**config.mk**
```make
export PLATFORM = sky130hd
export DESIGN_NAME = led_pwm_fault_monitor
export DESIGN_NICKNAME = d
export VERILOG_FILES = /design/src/rtl/led_pwm_pkg.sv /design/src/rtl/led_pwm_fault_monitor.sv
export SDC_FILE = /design/constraint.sdc
export NUM_CORES = 1
export LEC_CHECK = 0
export ABC_AREA = 1
export BUFFER_PORTS_ARGS = -buffer_cell sky130_fd_sc_hd__buf_2
export CORE_MARGIN = 2
export CORE_UTILIZATION = 40
export CTS_CLUSTER_DIAMETER = 40
export DETAILED_ROUTE_END_ITERATION = 10
export HOLD_SLACK_MARGIN = 0.08
export SLEW_MARGIN = 20
export SYNTH_ARGS = -nofsm -noshare
export SYNTH_HDL_FRONTEND = slang
export SYNTH_SLANG_ARGS = --single-unit
export TNS_END_PERCENT = 100
```
**constraint.sdc**
```tcl
create_clock -name ref_clk -period 8.35 [get_ports ref_clk]
set_clock_uncertainty 0.15 [all_clocks]
set_input_delay 0.835 -clock ref_clk [delete_from_list [all_inputs] [get_ports ref_clk]]
set_output_delay 0.835 -clock ref_clk [all_outputs]
set_load 0.05 [all_outputs]
```
**src/rtl/led_pwm_pkg.sv**
```systemverilog
// Constants, register map and carrier types of the LED PWM and fault monitor
package led_pwm_pkg;

	////////////////////////////////////////////////////////////////////////////
	// Clock and timing
	localparam int unsigned CLK_FREQ_HZ    = 250_000_000;
	localparam int unsigned CLK_PERIOD_NS  = 4;
	localparam int unsigned PWM_STEPS      = 256;
	localparam int unsigned IND_PWM_HZ     = 97_000;
	localparam int unsigned GRP_DIM_HZ     = 190;
	localparam int unsigned BLINK_FAST_HZ  = 24;
	localparam int unsigned SPIKE_NS       = 50;
	// Cycles per PWM step, rounded down so the rate is never below target
	localparam int unsigned IND_STEP_CYC        = CLK_FREQ_HZ / (IND_PWM_HZ * PWM_STEPS);
	localparam int unsigned GRP_DIM_STEP_CYC    = CLK_FREQ_HZ / (GRP_DIM_HZ * PWM_STEPS);
	localparam int unsigned BLINK_BASE_STEP_CYC = CLK_FREQ_HZ / (BLINK_FAST_HZ * PWM_STEPS);
	// Spike suppression, a least time so rounded up
	localparam int unsigned SPIKE_FILT_CYC = (SPIKE_NS + CLK_PERIOD_NS - 1) / CLK_PERIOD_NS;

	////////////////////////////////////////////////////////////////////////////
	// Register offsets
	localparam logic [7:0] PWM_BASE_ADDR    = 8'h00;
	localparam logic [7:0] GRP_DUTY_ADDR    = 8'h10;
	localparam logic [7:0] GRP_FREQ_ADDR    = 8'h11;
	localparam logic [7:0] MODE_CTRL2_ADDR  = 8'h12;
	localparam logic [7:0] LED_MODE0_ADDR   = 8'h14;
	localparam logic [7:0] LED_MODE3_ADDR   = 8'h17;
	localparam logic [7:0] ERR_LOW_ADDR     = 8'h1D;
	localparam logic [7:0] ERR_HIGH_ADDR    = 8'h1E;

	// Field positions in mode_control_two
	localparam int unsigned MODE_CONTROL_TWO_CLR_OT_BIT = 7;
	localparam int unsigned MODE_CONTROL_TWO_BLINK_BIT  = 5;

	// Reset values
	localparam logic [7:0] PWM_RST      = 8'h00;
	localparam logic [7:0] GRP_DUTY_RST = 8'hFF;
	localparam logic [7:0] GRP_FREQ_RST = 8'h00;
	localparam logic [7:0] MODE_CONTROL_TWO_RST    = 8'h00;
	localparam logic [7:0] LED_MODE_RST = 8'h00;

	////////////////////////////////////////////////////////////////////////////
	// Types
	typedef enum logic [1:0] {LED_OFF, LED_ON, LED_IND, LED_GRP} led_mode_type;

	typedef struct packed {
		logic [7:0] addr;
		logic [7:0] wdata;
		logic       wr;
		logic       rd;
	} bus_req_type;

	typedef struct packed {
		logic        ot_global;
		logic [15:0] ot_chan;
		logic [15:0] open_load;
	} fault_in_type;

endpackage

```
**src/rtl/led_pwm_fault_monitor.sv**
```systemverilog
// LED sink PWM, group dimming or blinking, and fault supervision for 16 channels
//
// Notes on behaviour
// - Each channel has an 8-bit PWM near 97 kHz, duty 0 to 255/256.
// - One shared 256-step group PWM: 190 Hz dim, or blink 24 Hz to 10.67 s.
// - Group PWM gates each channel in group mode on top of its own brightness PWM.
// - Open load flagged when sink current stays under the half-target threshold.
// - Channel error bits are read back through the two error flag registers.
// - Open load is judged only when the channel is fully on, no PWM.
// - Error bit is 1 on and normal, 0 on with open load, 0 off.
// - One global and sixteen channel temperature sensors feed the fault logic.
// - Global overtemperature turns all channels off and latches every error bit.
// - Shut channels restart by themselves once cool, if still switched on.
// - Latched overtemperature error stays until software clears it.
// - Channel overtemperature turns off and flags only that channel.
// - Channel temperature sensor is heeded only while that channel is on.
// - Open load or overtemperature alone marks the channel bit as erroneous.
// - Bit 7 of mode_control_two set to 1 clears latched overtemperature errors.
// - Serial clock and data inputs ignore spikes shorter than 50 ns.
//
// The register addresses and the address-and-strobe port were left to the implementer.
`timescale 1ns/1ps

module led_pwm_fault_monitor
	import led_pwm_pkg::*;
#(
	parameter int unsigned DIM_STEP_CYC   = GRP_DIM_STEP_CYC,
	parameter int unsigned BLINK_STEP_CYC = BLINK_BASE_STEP_CYC
)(
	input  wire logic         ref_clk,
	input  wire logic         rst_b,
	input  wire bus_req_type  bus_req,
	output logic [7:0]        rd_data_q,
	input  wire fault_in_type fault_in,
	input  wire logic [1:0]   serial_in,
	output logic [1:0]        serial_filt_q,
	output logic [15:0]       led_drive_q,
	output logic [15:0]       error_flags_q
);

	////////////////////////////////////////////////////////////////////////////
	// Declarations
	logic [7:0]  pwm_q [0:15];
	logic [7:0]  grp_duty_q;
	logic [7:0]  grp_freq_q;
	logic [7:0]  mode_control_two_q;
	logic [31:0] led_mode_q;
	logic [15:0] ot_latch_q;
	logic [15:0] ot_latch_d;
	logic [3:0]  ind_pre_q;
	logic [7:0]  ind_cnt_q;
	logic [31:0] grp_pre_q;
	logic [31:0] grp_lim;
	logic [7:0]  grp_cnt_q;
	logic        grp_on;
	logic        clr_ot;
	logic [7:0]  rd_data_d;
	logic [1:0]  led_mode_idx;
	logic [3:0]  filt_cnt_q [0:1];

	assign clr_ot       = mode_control_two_q[MODE_CONTROL_TWO_CLR_OT_BIT];
	assign led_mode_idx = 2'(bus_req.addr - LED_MODE0_ADDR);

	////////////////////////////////////////////////////////////////////////////
	// Register writes
	always_ff @(posedge ref_clk or negedge rst_b) begin
		if (!rst_b) begin
			for (int k = 0; k < 16; k++) begin
				pwm_q[k] <= PWM_RST;
			end
			grp_duty_q <= GRP_DUTY_RST;
			grp_freq_q <= GRP_FREQ_RST;
			mode_control_two_q    <= MODE_CONTROL_TWO_RST;
			led_mode_q <= {4{LED_MODE_RST}};
		end else if (bus_req.wr) begin
			if (bus_req.addr[7:4] == PWM_BASE_ADDR[7:4]) begin
				pwm_q[bus_req.addr[3:0]] <= bus_req.wdata;
			end else if (bus_req.addr == GRP_DUTY_ADDR) begin
				grp_duty_q <= bus_req.wdata;
			end else if (bus_req.addr == GRP_FREQ_ADDR) begin
				grp_freq_q <= bus_req.wdata;
			end else if (bus_req.addr == MODE_CTRL2_ADDR) begin
				mode_control_two_q <= bus_req.wdata;
			end else if (bus_req.addr >= LED_MODE0_ADDR && bus_req.addr <= LED_MODE3_ADDR) begin
				led_mode_q[8*led_mode_idx +: 8] <= bus_req.wdata;
			end
		end
	end

	////////////////////////////////////////////////////////////////////////////
	// Read decode, data valid the cycle after the strobe
	always_comb begin
		rd_data_d = 8'h00;
		if (bus_req.addr[7:4] == PWM_BASE_ADDR[7:4]) begin
			rd_data_d = pwm_q[bus_req.addr[3:0]];
		end else if (bus_req.addr == GRP_DUTY_ADDR) begin
			rd_data_d = grp_duty_q;
		end else if (bus_req.addr == GRP_FREQ_ADDR) begin
			rd_data_d = grp_freq_q;
		end else if (bus_req.addr == MODE_CTRL2_ADDR) begin
			rd_data_d = mode_control_two_q;
		end else if (bus_req.addr >= LED_MODE0_ADDR && bus_req.addr <= LED_MODE3_ADDR) begin
			rd_data_d = led_mode_q[8*led_mode_idx +: 8];
		end else if (bus_req.addr == ERR_LOW_ADDR) begin
			rd_data_d = error_flags_q[7:0];
		end else if (bus_req.addr == ERR_HIGH_ADDR) begin
			rd_data_d = error_flags_q[15:8];
		end
	end

	// Read data register, holds zero outside a read answer
	always_ff @(posedge ref_clk or negedge rst_b) begin
		if (!rst_b) begin
			rd_data_q <= 8'h00;
		end else if (bus_req.rd) begin
			rd_data_q <= rd_data_d;
		end else begin
			rd_data_q <= 8'h00;
		end
	end

	////////////////////////////////////////////////////////////////////////////
	// Individual PWM time base, one step every IND_STEP_CYC cycles
	always_ff @(posedge ref_clk or negedge rst_b) begin
		if (!rst_b) begin
			ind_pre_q <= 4'h0;
			ind_cnt_q <= 8'h00;
		end else if (ind_pre_q == 4'(IND_STEP_CYC - 1)) begin
			ind_pre_q <= 4'h0;
			ind_cnt_q <= ind_cnt_q + 8'h01;
		end else begin
			ind_pre_q <= ind_pre_q + 4'h1;
		end
	end

	////////////////////////////////////////////////////////////////////////////
	// Group PWM time base, step length fixed for dimming or scaled for blinking
	always_comb begin
		if (mode_control_two_q[MODE_CONTROL_TWO_BLINK_BIT]) begin
			grp_lim = 32'(({24'h000000, grp_freq_q} + 32'h00000001) * BLINK_STEP_CYC);
		end else begin
			grp_lim = 32'(DIM_STEP_CYC);
		end
	end

	// Compare with >= so a shrinking period never runs away
	always_ff @(posedge ref_clk or negedge rst_b) begin
		if (!rst_b) begin
			grp_pre_q <= 32'h00000000;
			grp_cnt_q <= 8'h00;
		end else if (grp_pre_q >= grp_lim - 32'h00000001) begin
			grp_pre_q <= 32'h00000000;
			grp_cnt_q <= grp_cnt_q + 8'h01;
		end else begin
			grp_pre_q <= grp_pre_q + 32'h00000001;
		end
	end

	assign grp_on = grp_cnt_q < grp_duty_q;

	////////////////////////////////////////////////////////////////////////////
	// Per-channel drive, fault latching and error status
	for (genvar i = 0; i < 16; i++) begin : g_chan
		led_mode_type mode;
		logic         ind_on;
		logic         want;
		logic         ot_set;
		logic         ol_err;

		assign mode   = led_mode_type'(led_mode_q[2*i +: 2]);
		assign ind_on = ind_cnt_q < pwm_q[i];
		// Group gate on top of the channel PWM
		assign want = (mode == LED_ON) || (mode == LED_IND && ind_on) ||
			(mode == LED_GRP && ind_on && grp_on);
		// Channel sensor counts only while the channel is switched on
		assign ot_set = fault_in.ot_global ||
			(fault_in.ot_chan[i] && mode != LED_OFF);
		// Open load judged only in full-on mode
		assign ol_err = (mode == LED_ON) && fault_in.open_load[i];
		// Clear bit held high keeps the latch empty
		assign ot_latch_d[i] = clr_ot ? 1'b0 : (ot_latch_q[i] || ot_set);

		// Live shutdown, drive returns by itself once cool
		always_ff @(posedge ref_clk or negedge rst_b) begin
			if (!rst_b) begin
				led_drive_q[i] <= 1'b0;
			end else begin
				led_drive_q[i] <= want && !fault_in.ot_global && !fault_in.ot_chan[i];
			end
		end

		// Sticky overtemperature status
		always_ff @(posedge ref_clk or negedge rst_b) begin
			if (!rst_b) begin
				ot_latch_q[i] <= 1'b0;
			end else begin
				ot_latch_q[i] <= ot_latch_d[i];
			end
		end

		// Status bit: 1 means on and healthy
		always_ff @(posedge ref_clk or negedge rst_b) begin
			if (!rst_b) begin
				error_flags_q[i] <= 1'b0;
			end else begin
				error_flags_q[i] <= (mode != LED_OFF) && !ol_err && !ot_latch_d[i];
			end
		end

	end

	////////////////////////////////////////////////////////////////////////////
	// Spike filter on serial clock (bit 0) and data (bit 1)
	for (genvar j = 0; j < 2; j++) begin : g_filt
		// Output follows only after SPIKE_FILT_CYC cycles of steady difference
		always_ff @(posedge ref_clk or negedge rst_b) begin
			if (!rst_b) begin
				filt_cnt_q[j]    <= 4'h0;
				serial_filt_q[j] <= 1'b1;
			end else if (serial_in[j] == serial_filt_q[j]) begin
				filt_cnt_q[j] <= 4'h0;
			end else if (filt_cnt_q[j] == 4'(SPIKE_FILT_CYC - 1)) begin
				filt_cnt_q[j]    <= 4'h0;
				serial_filt_q[j] <= serial_in[j];
			end else begin
				filt_cnt_q[j] <= filt_cnt_q[j] + 4'h1;
			end
		end

	end
endmodule

```
# Word-level counts from Yosys, hierarchy flattened
# Cells that the tools add are included.
# Widths: inputs -> output; s select.
[word_totals] regBits=302 input_bits=55 output_inout_bits=42
[classes] magnitude_cmp=22 shifts=3 add_sub_neg=10 muxes=38 eq_ne=58 multipliers=1 reduce_logical=283 n_bitwise=7
[op_table] operator="$logic_and 1x1->1" n=146
[op_table] operator="$lt 8x8->1" n=17
[op_table] operator="$bwmux 128" n=1
[op_table] operator="$mux 8" n=11
[op_table] operator="$eq 2x2->1 const B" n=32
[op_table] operator="$logic_or 1x1->1" n=64
[op_table] operator="$logic_not 1->1" n=49
[op_table] operator="$eq 8x5->1 const B" n=5
[op_table] operator="$neg 5->34" n=1
[op_table] operator="$shift 8x34->32 const A" n=1
[op_table] operator="$shiftx 8x34->32" n=1
[op_table] operator="$add 32x1->32 const B" n=1
[op_table] operator="$bmux 8 s4" n=1
[op_table] operator="$bwmux 32" n=1
[op_table] operator="$demux 8 s4" n=1
[op_table] operator="$eq 2x1->1 const B" n=16
[op_table] operator="$ge 32x32->1" n=1
[op_table] operator="$mux 32" n=1
[op_table] operator="$reduce_bool 2->1" n=16
[op_table] operator="$shiftx 32x6->8" n=1
[op_table] operator="$sub 32x1->32 const B" n=1
[op_table] operator="$mux 25" n=1
[op_table] operator="$mul 9x15->24 const B" n=1
[op_table] operator="$mux 4" n=5
[op_table] operator="19 further kinds" n=47

# Logic depth before layout (Yosys ltp)
[depth] depth_word=9 depth_mapped=42 depth_no_buf=40

# Worst setup path after synthesis
# OpenSTA, ideal clock, no wires.
[synth_timing] path_kind="register to register" startpoint="register grp_freq_q[1]" endpoint="register grp_pre_q[30]" stages_incl_launch_ff=37 slack_ns=1.255 period_less_slack_ns=7.095 setup_time_ns=0.121 arrival_ns=6.823 n_path_buf=2 path_cell_list="dfrtp_1 -> ha_1 -> nand3_1 -> nor3_1 -> inv_1 -> nor3_1 -> inv_1 -> fa_1 -> inv_1 -> fa_1 -> inv_1 -> fa_1 -> fa_1 -> inv_1 -> ha_1 -> nand2_1 -> inv_1 -> a21oi_1 -> nor2_1 -> nor2_1 -> nand3b_1 -> nand3_1 -> nand2_1 -> nor2_2 -> nand3_1 -> ha_1 -> nand2_1 -> inv_1 -> nand3_1 -> inv_1 -> nand2_1 -> nor4_1 -> nand4_1 -> nand3_1 -> buf_6 -> buf_2 -> nor2_1"
[synth_via] elab_chain_len=6
[synth_rtl] item="start, declared" line="led_pwm_fault_monitor.sv:45" rtl="logic [7:0] grp_freq_q;"
[synth_rtl] item="start signal, assigned" line="led_pwm_fault_monitor.sv:81" rtl="grp_freq_q <= bus_req.wdata;"
[synth_rtl] item="$add 8x1->9" line="led_pwm_fault_monitor.sv:140" rtl="grp_lim = 32'(({24'h000000, grp_freq_q} + 32'h00000001) * BLINK_STEP_CYC);"
[synth_rtl] item="$mul 9x15->24" line="led_pwm_fault_monitor.sv:140"
[synth_rtl] item="$mux 25" line="led_pwm_fault_monitor.sv:139" rtl="if (mode_control_two_q[MODE_CONTROL_TWO_BLINK_BIT]) begin"
[synth_rtl] item="$sub 32x1->32" line="led_pwm_fault_monitor.sv:151" rtl="end else if (grp_pre_q >= grp_lim - 32'h00000001) begin"
[synth_rtl] item="$ge 32x32->1" line="led_pwm_fault_monitor.sv:151"
[synth_rtl] item="$mux 32" line="led_pwm_fault_monitor.sv:151"
[synth_rtl] item="end signal, assigned" line="led_pwm_fault_monitor.sv:155" rtl="grp_pre_q <= grp_pre_q + 32'h00000001;"
[synth_rtl] item="end, declared" line="led_pwm_fault_monitor.sv:52" rtl="logic [31:0] grp_pre_q;"
# Every way passes these cells.
# A chain may end at the register's enable or synchronous reset.

# Final worst setup path
[layout_timing] startpoint="register grp_freq_q[0]" endpoint="register grp_cnt_q[6]"
[layout_via] elab_chain_len=5
[layout_rtl] item="$add 8x1->9" line="led_pwm_fault_monitor.sv:140"
[layout_rtl] item="$mul 9x15->24" line="led_pwm_fault_monitor.sv:140"
[layout_rtl] item="$mux 25" line="led_pwm_fault_monitor.sv:139"
[layout_rtl] item="$sub 32x1->32" line="led_pwm_fault_monitor.sv:151"
[layout_rtl] item="$ge 32x32->1" line="led_pwm_fault_monitor.sv:151"
[layout_rtl] item="end signal, assigned" line="led_pwm_fault_monitor.sv:153" rtl="grp_cnt_q <= grp_cnt_q + 8'h01;"
[layout_rtl] item="end, declared" line="led_pwm_fault_monitor.sv:54" rtl="logic [7:0] grp_cnt_q;"
# Every way passes these cells.

==> PnR_summary.wiki <==
{| class="wikitable"
! Metric !! Value
|-
| Number of remaining DRC errors || 0
|-
| Proportion of layout cells with a drive suffix above 1 || 11.0%
|-
| Worst path most repeated cell || inv_1
|-
| Critical Path Start Type || flop
|-
| Post-CTS setup buffer count || 0
|-
| Final GP Congestion || 0.921
|-
| Final ANT Viol Nets || 0
|-
| Critical-path maximum fanout || 47
|-
| Crit path capture type || flop
|-
| Total core area || 0.0527 mm²
|-
| Global-route wire length before repair || 104000 µm
|-
| X dimension of the die || 235 µm
|-
| Share of flip-flops with an asynchronous set or reset after synthesis || 100%
|-
| Final TNS setup || 0 ns
|-
| CTS root buf || clkbuf_16
|-
| I/O pins || 97
|-
| Largest cells by area after synthesis || dfrtp_1 34%, ha_1 13%, nand2_1 8.6%, o21ai_0 7.9%, inv_1 7.3%
|-
| Cell area after synthesis || 0.0213 mm²
|-
| Status || finished, final reports clean
|-
| Top cells by instance count after synthesis || 489 x nand2_1, 417 x inv_1, 336 x o21ai_0
|-
| Peak VDD IR || 0.000146 V
|-
| Total Die Area || 0.0552 mm²
|-
| Initial antenna violation count || 0
|-
| Category of the most critical setup path || reg -> reg
|-
| Post-Syn Instances || 2723
|-
| Avg Cell Area, Syn || 7.83 µm²
|-
| Critical register-to-register path startpoint || grp_freq_q[0]
|-
| Clock tree from TritonCTS || done
|-
| Unrepaired setup endpoints after global routing || no
|-
| Worst hold-check path type || in -> async
|-
| CTS HTree Levels || 2
|-
| Max Freq || 133 MHz
|-
| Sequential cell area fraction in the yosys report || 35.5%
|-
| Worst rel slew slack || 28.6%
|-
| Cell with the largest stage delay on the worst path || fa_1
|-
| Via count of the first global-routing pass || 18500
|-
| Yosys top cell area share || 34.3%
|-
| GRT Util Overall || 23.8%
|-
| Smallest setup slack after layout || 0.854 ns
|-
| Height of the chip || 235 µm
|-
| Net count of the mapped netlist || 3033
|-
| FF+latch count, synth || 302
|-
| Number of clock sinks || 302
|-
| Crit share post-route || 89.8%
|-
| Clk buf depth || 3
|-
| Time the worst path needs with I/O delays and setup || 7.50 ns
|-
| Detailed-routing iteration count for the pre-antenna-repair pass || 6
|-
| Average via count per standard cell || 5.28
|-
| Starting DRT DRC Count || 1327
|-
| Static power due to leakage || 12.0 nW
|-
| Standard-cell row count || 84
|-
| Max incr delay on CP || 0.60 ns
|-
| Largest net degree at the start of global routing || 154
|-
| Power density over the cells || 189 mW/mm²
|-
| EDFF count, synth || 0
|-
| Slew Viols, Final || 0
|-
| Total of endpoints with negative setup slack in the final report || 0
|-
| Quantity of hold-fixing buffers added after cts || 0
|-
| Worst Tran Pin Value || 1.06 ns
|-
| Ant diodes || 0
|-
| Dpl ws || 0.518 ns
|-
| Critical path required time || 8.66 ns
|-
| Predominant post-synthesis flop cell || dfrtp_1
|-
| Reported max-cap violation count || 0
|-
| Warning count from the yosys run || 0
|-
| Area leader, netlist || dfrtp_1
|-
| Net count reported at finish || 3109
|-
| Clock Pin Slew Worst Setup and Hold Paths || 0.06 ns
|-
| Remaining global-route overflow || 0
|-
| Post-detailed-placement half-perimeter wirelength || 48300 µm
|-
| Top-count cell post-synth || nand2_1
|-
| Signed area change from the synthesized netlist to the final layout || 13.7%
|-
| CTS buffer count || 51
|-
| Total count of hold-check failures in the final report || 0
|-
| Routed WL per cell || 18.6 µm
|-
| Skew-Pair Late Insertion Delay || 0.62 ns
|-
| Count of unique library cells instantiated by Yosys || 53
|-
| PortBufs || 96
|-
| Worst EP arrival || 7.80 ns
|-
| Worst Hold Margin || 0.103 ns
|-
| Worst setup startpoint || grp_freq_q[0]
|-
| Vias || 18653
|-
| Initial Utilization || 40.5%
|-
| Total wire length || 65500 µm
|}
[critical path, delay by kind of cell (launching register included)]
kind                     cells  cell delay [ns]
flip-flops                   1             0.50
AO/OA/AOI/OAI                2             0.38
AND/OR/NAND/NOR             17             2.45
buffers and inverters        7             0.72
adder cells (fa/ha/maj)      7             3.12
[kinds of logic (layout without fill, tap and decap cells)]
family                     count (synthesis)  count (layout)  synth area share (%)
xor gates and xnor gates                  66              66                  2.83
and+or+nand+nor                          970             970                  20.7
DFF                                      302             302                  35.5
adders and majority gates                255             255                  16.3
buffers and inverters                    525             644                  9.57
AOI/OAI and AO/OA                        602             602                  14.9
muxes                                      3               3                 0.153
[per-layer routing]
metal  wire length (µm)  global-route usage [%]  part of all wire [%]
met4               2330                    8.50                   3.6
met3               4690                    5.64                   7.2
met1              27900                    30.6                    43
met5                  0                       0                     0
met2              30500                    39.2                    47
[layout by cell type, fill, tap and decap left out, types with 10 or more instances in the layout]
cell type	synthesis	final
inv_2	14	14
nand2_2	11	11
buf_4	1	14
ha_1	216	216
o21ai_1	25	25
o21ai_0	336	336
nor2_4	10	10
a21oi_1	167	167
nand4_1	40	40
o21bai_1	15	15
a211oi_1	16	16
nor2_1	183	182
fa_1	39	39
nand3_1	140	140
buf_2	19	94
xor2_1	42	42
nor2_2	16	17
inv_1	417	417
xnor2_1	22	22
dfstp_2	10	10
or2_2	14	14
nand3_2	10	10
clkbuf_16	0	51
nor3_1	26	25
dfrtp_1	292	292
nand2_1	489	489
o21a_1	20	20
[sequential cells by signal, summed over array words and instances, names as in the netlist]
| signal | count |
|---|---|
| ind_pre_q | 4 |
| rd_data_q | 8 |
| ind_cnt_q | 8 |
| led_mode_q | 32 |
| grp_pre_q | 32 |
| serial_filt_q | 2 |
| filt_cnt_q | 8 |
| grp_freq_q | 8 |
| grp_cnt_q | 8 |
| ot_latch_q | 16 |
| mode_control_two_q | 8 |
| error_flags_q | 16 |
| grp_duty_q | 8 |
| led_drive_q | 16 |
| pwm_q | 128 |
[timing repair]
action,4_1_cts,5_1_grt
setup endpoints to repair,0,40
gates resized for setup,0,6
endpoints found under the hold margin,0,0
[power breakdown]
group          switching [mW]  total (mW)  leakage (nW)  internal (mW)
Clock                   0.823        2.22         0.891           1.40
Combinational           0.527       0.756          7.39          0.229
Sequential             0.0573        1.60          3.71           1.55
[final timing paths]
path / end / slack (ns) / cells past startpoint
setup reg to reg: grp_cnt_q[6] / 0.85 / 33
hold reg to reg: grp_pre_q[0] / 0.32 / 1
hold / removal: filt_cnt_q[6] / 0.10 / 1
max in group asynchronous: pwm_q[108] / 6.55 / 2
setup / recovery: grp_cnt_q[6] / 0.85 / 33
min in group ref_clk: led_drive_q[1] / 0.30 / 3
[cell type report]
cell class | instances | area (µm²)
flip-flops and latches | 302 | 7570
inverters | 437 | 1640
clock buffers | 62 | 1350
multi-input cells | 1896 | 11700
repair buffers | 111 | 626
well taps | 688 | 861
clock inverters | 34 | 465
fillers | 5202 | 28400
[stage by stage]
step | utilization (%) | total power [mW] | std cells | instance area [µm²]
2_1_floorplan | - | 2.12 | 2723 | 21300
3_3_place_gp | 42.6 | 2.36 | 3434 | 22400
3_5_place_dp | 42.6 | 2.38 | 3434 | 22400
4_1_cts | 46.0 | 4.62 | 3530 | 24200
5_1_grt | 46.0 | 4.80 | 3530 | 24200
6_report | 46.0 | 4.58 | 3530 | 24200
Power figures use the tool's default switching activity.
